<file path="src/hdl/ssp_regs.svh">
// ssp_regs.svh: constants of the serial port pin multiplexer.
// assumes inclusion by bare name from the package, design and bench files.
`ifndef SSP_REGS_SVH
`define SSP_REGS_SVH

`define SSP_NPINS 6
`define SSP_PIN_CA 0
`define SSP_PIN_CB 1
`define SSP_PIN_FS 2
`define SSP_PIN_CK 3
`define SSP_PIN_RX 4
`define SSP_PIN_TX 5
`define SSP_CTRL_RESET 6'h00
`define SSP_DIR_RESET 6'h00
`define SSP_WORD_BITS 24
`define SSP_FIFO_DEPTH 8
`define SSP_CLK_NS 20
`define SSP_MIN_PHASES 6

`endif

</file>
<file path="src/hdl/ssp_pkg.sv">
// ssp_pkg.sv: types shared by the serial port pin multiplexer files.
// assumes ssp_regs.svh is on the include path.
`include "ssp_regs.svh"

package ssp_pkg;
    typedef logic [`SSP_NPINS-1:0] ssp_pins_t;

    typedef enum logic {
        SSP_MODE_SYNC,
        SSP_MODE_ASYNC
    } ssp_mode_e;

    typedef enum logic {
        SSP_CTL_FLAG,
        SSP_CTL_TXOUT
    } ssp_ctl_use_e;

    typedef struct packed {
        logic out;
        logic oe;
    } ssp_drive_s;

    typedef struct packed {
        ssp_pins_t ctrl;
        ssp_pins_t dir;
        ssp_pins_t gpio_out;
        ssp_mode_e mode;
        ssp_ctl_use_e use_a;
        ssp_ctl_use_e use_b;
        logic ck_out;
        logic fs_out;
    } ssp_cfg_s;
endpackage : ssp_pkg

</file>
<file path="src/hdl/ssp_fifo.sv">
// ssp_fifo.sv: small flip-flop FIFO with valid/ready on both sides.
// assumes a single clock, synchronous active-low reset and clock enable.
`timescale 1ns/1ns
`default_nettype none

module ssp_fifo #(
    parameter int WIDTH = 24,
    parameter int DEPTH = 8
) (
    input wire logic core_clk,
    input wire logic rst_b,
    input wire logic clk_en,
    input wire logic [WIDTH-1:0] in_data,
    input wire logic in_valid,
    output logic in_ready,
    output logic [WIDTH-1:0] out_data,
    output logic out_valid,
    input wire logic out_ready
);
    localparam int AW = $clog2(DEPTH);

    logic [WIDTH-1:0] mem [DEPTH];
    logic [AW-1:0] wr_ptr;
    logic [AW-1:0] rd_ptr;
    logic [AW:0] count;
    logic [AW:0] next_count;
    logic push;
    logic pop;

    assign out_valid = count != '0;
    assign out_data = mem[rd_ptr];
    assign push = in_valid && in_ready;
    assign pop = out_valid && out_ready;
    assign next_count = count + (AW+1)'(push) - (AW+1)'(pop);

    function automatic logic [AW-1:0] next_ptr(input logic [AW-1:0] p);
        next_ptr = (p == AW'(DEPTH - 1)) ? '0 : p + 1'b1;
    endfunction : next_ptr

    always_ff @(posedge core_clk) begin
        if (clk_en && push) begin
            mem[wr_ptr] <= in_data;
        end
    end

    always_ff @(posedge core_clk) begin
        if (!rst_b) begin
            wr_ptr <= '0;
            rd_ptr <= '0;
            count <= '0;
            in_ready <= 1'b1;
        end else if (clk_en) begin
            if (push) begin
                wr_ptr <= next_ptr(wr_ptr);
            end
            if (pop) begin
                rd_ptr <= next_ptr(rd_ptr);
            end
            count <= next_count;
            // registered full flag, so the port leaves straight from a flop
            in_ready <= next_count != (AW+1)'(DEPTH);
        end
    end
endmodule : ssp_fifo

`default_nettype wire

</file>
<file path="src/hdl/ssp_pin_mux.sv">
// ssp_pin_mux.sv: pin multiplexer of one synchronous serial port, with
// a small receive shifter and a transmit shifter fed through a FIFO.
// assumes pins arrive asynchronously; the outside resolves each pin
// from its out/oe pair. config comes from same-clock core logic.
`timescale 1ns/1ns
`default_nettype none
`include "ssp_regs.svh"

module ssp_pin_mux #(
    parameter int WORD_BITS = `SSP_WORD_BITS,
    parameter int FIFO_DEPTH = `SSP_FIFO_DEPTH
) (
    input wire logic core_clk,
    input wire logic rst_b,
    input wire logic clk_en,
    input wire logic stop_req,
    input wire logic cfg_we,
    input wire ssp_pkg::ssp_cfg_s cfg_in,
    input wire logic [`SSP_NPINS-1:0] pin_in,
    output logic [`SSP_NPINS-1:0] pin_out,
    output logic [`SSP_NPINS-1:0] pin_oe,
    output logic [`SSP_NPINS-1:0] gpio_in,
    input wire logic [WORD_BITS-1:0] tx_word,
    input wire logic tx_valid,
    output logic tx_ready,
    input wire logic tx2_bit,
    input wire logic tx3_bit,
    output logic [WORD_BITS-1:0] rx_word,
    output logic rx_valid,
    output logic flag0_in,
    output logic flag1_in,
    output logic rx_clk_in,
    output logic rx_fs_in
);
    localparam int BW = $clog2(WORD_BITS + 1);
    // external clock needs six core phases per period; checked by the sender
    localparam int MIN_CK_NS = `SSP_MIN_PHASES * `SSP_CLK_NS / 2;

    ssp_pkg::ssp_cfg_s cfg;
    logic stopped;
    logic [`SSP_NPINS-1:0] sync1;
    logic [`SSP_NPINS-1:0] sync2;
    logic [`SSP_NPINS-1:0] prev;
    logic [`SSP_NPINS-1:0] next_out;
    logic [`SSP_NPINS-1:0] next_oe;
    logic ck_rise;
    logic ck_fall;
    logic fs_level;
    logic [WORD_BITS-1:0] rx_shift;
    logic [BW-1:0] rx_cnt;
    logic [WORD_BITS-1:0] tx_shift;
    logic [BW-1:0] tx_cnt;
    logic [WORD_BITS-1:0] fifo_data;
    logic fifo_valid;
    logic fifo_pop;
    logic tx_serial_on;
    logic rx_serial_on;

    function automatic logic is_serial(input ssp_pkg::ssp_cfg_s c, input int idx);
        is_serial = c.ctrl[idx];
    endfunction : is_serial

    // config register; reset leaves every pin a plain gpio input
    always_ff @(posedge core_clk) begin
        if (!rst_b) begin
            cfg <= '0;
            cfg.ctrl <= `SSP_CTRL_RESET;
            cfg.dir <= `SSP_DIR_RESET;
        end else if (clk_en && cfg_we && !stopped) begin
            cfg <= cfg_in;
        end
    end

    always_ff @(posedge core_clk) begin
        if (!rst_b) begin
            stopped <= 1'b0;
        end else if (clk_en) begin
            stopped <= stop_req;
        end
    end

    // pins are asynchronous; first stage feeds only the second
    always_ff @(posedge core_clk) begin
        if (!rst_b) begin
            sync1 <= '0;
            sync2 <= '0;
            prev <= '0;
        end else if (clk_en) begin
            sync1 <= pin_in;
            sync2 <= sync1;
            prev <= sync2;
        end
    end

    // bit clock edges, whether driven here or from outside
    assign ck_rise = sync2[`SSP_PIN_CK] && !prev[`SSP_PIN_CK];
    assign ck_fall = !sync2[`SSP_PIN_CK] && prev[`SSP_PIN_CK];
    assign fs_level = sync2[`SSP_PIN_FS];
    assign tx_serial_on = is_serial(cfg, `SSP_PIN_TX) && is_serial(cfg, `SSP_PIN_CK);
    assign rx_serial_on = is_serial(cfg, `SSP_PIN_RX) && is_serial(cfg, `SSP_PIN_CK)
        && cfg.mode == ssp_pkg::SSP_MODE_SYNC;

    // pin drive; in stop every output floats and holds nothing else
    always_comb begin
        next_out = cfg.gpio_out;
        next_oe = cfg.dir;
        if (is_serial(cfg, `SSP_PIN_CA)) begin
            if (cfg.mode == ssp_pkg::SSP_MODE_ASYNC) begin
                next_oe[`SSP_PIN_CA] = cfg.dir[`SSP_PIN_CA];
                next_out[`SSP_PIN_CA] = cfg.ck_out;
            end else begin
                next_oe[`SSP_PIN_CA] = cfg.use_a == ssp_pkg::SSP_CTL_TXOUT
                    || cfg.dir[`SSP_PIN_CA];
                next_out[`SSP_PIN_CA] = cfg.use_a == ssp_pkg::SSP_CTL_TXOUT
                    ? tx2_bit : cfg.gpio_out[`SSP_PIN_CA];
            end
        end
        if (is_serial(cfg, `SSP_PIN_CB)) begin
            if (cfg.mode == ssp_pkg::SSP_MODE_ASYNC) begin
                next_oe[`SSP_PIN_CB] = cfg.dir[`SSP_PIN_CB];
                next_out[`SSP_PIN_CB] = cfg.fs_out;
            end else begin
                next_oe[`SSP_PIN_CB] = cfg.use_b == ssp_pkg::SSP_CTL_TXOUT
                    || cfg.dir[`SSP_PIN_CB];
                next_out[`SSP_PIN_CB] = cfg.use_b == ssp_pkg::SSP_CTL_TXOUT
                    ? tx3_bit : cfg.gpio_out[`SSP_PIN_CB];
            end
        end
        if (is_serial(cfg, `SSP_PIN_FS)) begin
            next_out[`SSP_PIN_FS] = cfg.fs_out;
        end
        if (is_serial(cfg, `SSP_PIN_CK)) begin
            next_out[`SSP_PIN_CK] = cfg.ck_out;
        end
        if (is_serial(cfg, `SSP_PIN_RX)) begin
            next_oe[`SSP_PIN_RX] = 1'b0;
        end
        if (is_serial(cfg, `SSP_PIN_TX)) begin
            next_oe[`SSP_PIN_TX] = 1'b1;
            next_out[`SSP_PIN_TX] = tx_shift[WORD_BITS-1];
        end
        if (stopped) begin
            next_oe = '0;
        end
    end

    always_ff @(posedge core_clk) begin
        if (!rst_b) begin
            pin_out <= '0;
            pin_oe <= '0;
        end else if (clk_en) begin
            pin_out <= next_out;
            pin_oe <= next_oe;
        end
    end

    // inputs as seen by core; frozen while stopped
    always_ff @(posedge core_clk) begin
        if (!rst_b) begin
            gpio_in <= '0;
            flag0_in <= 1'b0;
            flag1_in <= 1'b0;
            rx_clk_in <= 1'b0;
            rx_fs_in <= 1'b0;
        end else if (clk_en && !stopped) begin
            gpio_in <= sync2 & ~cfg.ctrl;
            flag0_in <= is_serial(cfg, `SSP_PIN_CA) && cfg.mode == ssp_pkg::SSP_MODE_SYNC
                && sync2[`SSP_PIN_CA];
            flag1_in <= is_serial(cfg, `SSP_PIN_CB) && cfg.mode == ssp_pkg::SSP_MODE_SYNC
                && sync2[`SSP_PIN_CB];
            rx_clk_in <= is_serial(cfg, `SSP_PIN_CA) && cfg.mode == ssp_pkg::SSP_MODE_ASYNC
                && sync2[`SSP_PIN_CA];
            // in sync mode the shared frame sync also marks rx frames
            rx_fs_in <= cfg.mode == ssp_pkg::SSP_MODE_ASYNC
                ? (is_serial(cfg, `SSP_PIN_CB) && sync2[`SSP_PIN_CB])
                : (is_serial(cfg, `SSP_PIN_FS) && fs_level);
        end
    end

    // receive shifter: sample on rising bit clock, frame sync restarts word
    always_ff @(posedge core_clk) begin
        if (!rst_b) begin
            rx_shift <= '0;
            rx_cnt <= '0;
            rx_word <= '0;
            rx_valid <= 1'b0;
        end else if (clk_en) begin
            rx_valid <= 1'b0;
            if (rx_serial_on && !stopped && ck_rise) begin
                rx_shift <= {rx_shift[WORD_BITS-2:0], sync2[`SSP_PIN_RX]};
                if (fs_level) begin
                    rx_cnt <= BW'(1);
                end else if (rx_cnt == BW'(WORD_BITS - 1)) begin
                    rx_cnt <= '0;
                    rx_word <= {rx_shift[WORD_BITS-2:0], sync2[`SSP_PIN_RX]};
                    rx_valid <= 1'b1;
                end else begin
                    rx_cnt <= rx_cnt + 1'b1;
                end
            end
        end
    end

    // transmit shifter: loads on frame sync, shifts on falling bit clock
    assign fifo_pop = tx_serial_on && !stopped && ck_fall && fs_level && tx_cnt == '0;

    always_ff @(posedge core_clk) begin
        if (!rst_b) begin
            tx_shift <= '0;
            tx_cnt <= '0;
        end else if (clk_en && tx_serial_on && !stopped && ck_fall) begin
            if (fifo_pop) begin
                tx_shift <= fifo_valid ? fifo_data : '0;
                tx_cnt <= fifo_valid ? BW'(WORD_BITS) : '0;
            end else if (tx_cnt != '0) begin
                tx_shift <= {tx_shift[WORD_BITS-2:0], 1'b0};
                tx_cnt <= tx_cnt - 1'b1;
            end
        end
    end

    // a word waits here until a frame starts; full fifo stalls the source
    ssp_fifo #(
        .WIDTH(WORD_BITS),
        .DEPTH(FIFO_DEPTH)
    ) u_tx_fifo (
        .core_clk(core_clk),
        .rst_b(rst_b),
        .clk_en(clk_en),
        .in_data(tx_word),
        .in_valid(tx_valid),
        .in_ready(tx_ready),
        .out_data(fifo_data),
        .out_valid(fifo_valid),
        .out_ready(fifo_pop)
    );
endmodule : ssp_pin_mux

`default_nettype wire

</file>
<file path="config.mk">
export PLATFORM = sky130hd
export DESIGN_NAME = ssp_pin_mux
export DESIGN_NICKNAME = d
export VERILOG_FILES = /design/src/hdl/ssp_pkg.sv /design/src/hdl/ssp_fifo.sv /design/src/hdl/ssp_pin_mux.sv
export VERILOG_INCLUDE_DIRS = /design/src /design/src/hdl
export SDC_FILE = /design/constraint.sdc
export NUM_CORES = 1
export LEC_CHECK = 0
export BUFFER_PORTS_ARGS = -buffer_cell sky130_fd_sc_hd__clkbuf_2
export CAP_MARGIN = 20
export CORE_MARGIN = 2
export CORE_UTILIZATION = 41
export DETAILED_ROUTE_END_ITERATION = 12
export PLACE_DENSITY = 0.62
export SKIP_LAST_GASP = 1
export SLEW_MARGIN = 40
export SYNTH_ARGS = -nofsm -noshare
export SYNTH_HDL_FRONTEND = slang
export SYNTH_SLANG_ARGS = --single-unit
</file>
<file path="constraint.sdc">
create_clock -name core_clk -period 4.8 [get_ports core_clk]
set_clock_uncertainty 0.15 [all_clocks]
set_input_delay 0.96 -clock core_clk [delete_from_list [all_inputs] [get_ports core_clk]]
set_output_delay 0.96 -clock core_clk [all_outputs]
set_load 0.05 [all_outputs]
</file>
==> out/qor.txt <==
status -> completed
core area -> 32290 um^2
Area Overhead vs Synth -> 17.22%
vias in the first global route -> 7712
CTS buffer count -> 38
post-synthesis compound-gate area fraction -> 7.323%
Die X -> 184.3 um
WL per Instance -> 17.67 um
worst reg2reg path startpoint -> tx_cnt[0]
Crit Path Class -> flip-flop to flip-flop
placed instance area -> 14340 um^2
CP endpoint -> u_tx_fifo.in_ready
via count -> 7973
# rows -> 66
global-route wire length before repair -> 42950 um
CP required -> 5.06 ns
final count of hold timing violations -> 0
GR Util All Layers -> 16.25%
synth unique cells -> 62
H-tree Lvls -> 2
die area -> 33960 um^2
predominant post-synthesis flop cell -> edfxtp_1
Yosys top cell area share -> 43.26%
IO Count -> 109
post-route cell area -> 15620 um^2
die height -> 184.3 um
Worst Setup SP -> tx_cnt[0]
Worst Path Max Fanout -> 14
# hold bufs at CTS -> 0
simple-gate area share of the yosys netlist -> 8.713%
Non-Filler Instances -> 1548
drt pass-1 iters -> 5
gr ovfl total -> 0
min Tclk post-route -> 3.638 ns
global placement routability congestion -> 0.7550
syn_area_per_cell -> 13.72 um^2
Final Worst Setup Slack -> 1.162 ns
ANT nets after route -> 0
Leakage -> 5.278 nW
CTS resizes -> 0
combinational family with the most area after synthesis -> multiplexers
Clock Tree Root -> clkbuf_16
#FFs+latches synth -> 347
EDFF count, synth -> 192
Initial Util -> 41.27%
post-synth top area cell -> edfxtp_1
Pwr Density -> 407.5 nW/um^2
mux share of post-synthesis cell area -> 13.42%
DP HPWL -> 15980 um
xor/xnor share of the synthesized area -> 0.1314%
Final Max Slew Viols -> 0
Vias per Instance -> 5.151
maximum vdd drop -> 0.0004277 V
Worst-Skew Late Latency -> 0.53 ns
r2r setup slk -> 1.16 ns
Power, Total -> 6.365 mW
Setup Fix Bufs, Post-CTS -> 0
count of input and output buffers -> 108
Crit. End Element -> flip-flop
layout cells sized above 1 -> 23.17%
Post-Syn Instances -> 971
Clk pin slew, worst setup/hold paths -> 0.06 ns
register area share after synthesis -> 66.55%
Syn Nets -> 1045
Max clock buf depth -> 3
Worst Path Arrival -> 3.90 ns
DR DRC count -> 0
Worst R2R Path Depth -> 14
fin nets -> 1149
YS warnings -> 0
Placement Setup Slack -> 1.160 ns
initial drt markers -> 556
Worst Max-Slew Pin Slew -> 0.8244 ns
setup violators final -> 0
largest net degree at the start of global routing -> 88
fin crit share -> 75.79%
Rel. slew slack -> 45.04%
DP Cell Count -> 1477
Async S/R FF share, synth -> 0%
RSZ-0062 raised after global routing -> no
highest clock rate -> 274.9 MHz
reg2reg end -> u_tx_fifo.in_ready
setup_tns -> 0 ns
synth top area cells -> edfxtp_1 (43%), dfxtp_1 (23%), mux4_2 (8.1%)
clk sinks -> 347
max-cap viol count -> 0
nature of the critical path startpoint -> flip-flop
clock tree from TritonCTS -> yes
Cell Area, Synth -> 13330 um^2
Post-Route WL -> 27350 um
initial antenna violation count -> 1
Adder-Cell Fraction of Synth Area -> 1.277%
Hold Crit Class -> flip-flop to flip-flop
[per-stage QoR]
step | utilization [%] | hold WS, ns
after global routing | 48.37 | 0.3268
after floorplan | - | 0.2857
after global placement | 44.35 | 0.2896
after CTS | 48.35 | 0.3017
after detailed placement | 44.40 | 0.2949
final | 48.38 | 0.3020
[cells in the final DEF, fill, tap and decap left out, types with 4 or more instances in the layout]
| master | instances |
|---|---|
| a211oi_1 | 5 |
| a21oi_1 | 83 |
| a22oi_1 | 17 |
| buf_4 | 17 |
| clkbuf_1 | 12 |
| clkbuf_16 | 40 |
| clkbuf_2 | 108 |
| clkbuf_8 | 4 |
| dfxtp_1 | 153 |
| edfxtp_1 | 192 |
| ha_1 | 12 |
| inv_1 | 15 |
| mux2_2 | 5 |
| mux2i_1 | 65 |
| mux4_2 | 48 |
| nand2_1 | 116 |
| nand2b_1 | 4 |
| nand3_1 | 18 |
| nor2_1 | 66 |
| nor3_2 | 4 |
| o21ai_0 | 9 |
| o22ai_1 | 18 |
| or3_1 | 5 |
[cell usage after synthesis, types with 3 or more instances]
cell type,count
nor3_1,7
clkbuf_1,43
buf_2,12
a32oi_1,3
o21ai_0,9
mux2i_1,65
edfxtp_1,192
nor2_1,69
inv_1,15
dfxtp_1,155
and2_1,3
nand3_1,19
nand2b_1,4
nand2_1,116
nand3b_1,3
o21a_1,3
a2bb2oi_1,3
nor2b_1,3
or3_1,5
a211oi_1,5
a22oi_1,17
buf_6,4
o211ai_1,3
a21oi_1,83
o22ai_1,18
mux4_2,48
ha_1,12
nor3b_1,3
nand4b_1,3
nand4_1,3
mux2_2,5
[where the power goes]
part           switching, mW  internal, mW  leakage (nW)
registers             0.0262          3.18          2.99
logic                  0.148        0.0802          1.66
clock network           1.16          1.77         0.625
[worst min path at each step]
stage / startpoint / to / slack, ns / cells past startpoint
4_1_cts: gpio_in[2] / gpio_in[2] / 0.30 / 2
3_5_place_dp: gpio_in[2] / gpio_in[2] / 0.29 / 2
6_report: gpio_in[2] / gpio_in[2] / 0.30 / 2
5_1_grt: cfg[14] / cfg[14] / 0.33 / 2
2_1_floorplan: cfg[10] / cfg[10] / 0.29 / 2
3_3_place_gp: gpio_in[3] / gpio_in[3] / 0.29 / 2
[layer usage]
layer / GRT usage (%) / share of wire [%] / vias up
met5: 0 / 0.048 / -
met4: 4.864 / 2.1 / 2
met3: 3.142 / 5.3 / 44
met2: 26.45 / 47 / 184
met1: 22.19 / 45 / 3900
li1: - / - / 3843
[flip-flops by register name, summed over array words and instances (netlist names), 3 cells and up, named ones only]
signal / cells
u_tx_fifo.mem: 192
rx_word: 24
tx_shift: 24
cfg: 23
rx_shift: 23
gpio_in: 6
pin_oe: 6
pin_out: 6
sync1: 6
sync2: 6
rx_cnt: 5
tx_cnt: 5
u_tx_fifo.count: 4
u_tx_fifo.rd_ptr: 3
u_tx_fifo.wr_ptr: 3
[worst max-delay path, stage by stage (launching register included)]
cell and delay (ns):
dfxtp_1 0.31, inv_1 0.09, ha_1 0.19, or4b_4 0.52, a311oi_2 0.26, buf_4 0.23
and2_1 0.14, ha_1 0.22, inv_1 0.06, ha_1 0.15, inv_1 0.06, fa_1 0.40
xnor2_1 0.15, or4_1 0.46, o32a_1 0.16
[kinds of logic (layout without fill, tap and decap cells)]
group / after synthesis / after routing
compound gates: 159 / 159
xor+xnor: 2 / 2
flops: 347 / 347
fa+ha+maj: 13 / 13
mux: 118 / 118
simple gates: 254 / 254
buf+inv: 78 / 212
other cells: 0 / 1
[cell type report]
| class | count | area [um^2] |
|---|---|---|
| Fill cell | 2830 | 16670 |
| Multi-Input combinational cell | 546 | 4164 |
| Clock buffer | 56 | 1101 |
| Antenna cell | 1 | 2.502 |
| Timing Repair Buffer | 126 | 688.2 |
| Sequential cell | 347 | 8874 |
| Inverter | 16 | 65.06 |
| Clock inverter | 14 | 173.9 |
| Tap cell | 442 | 553.0 |
No activity file was read; power rests on OpenSTA's default activity.
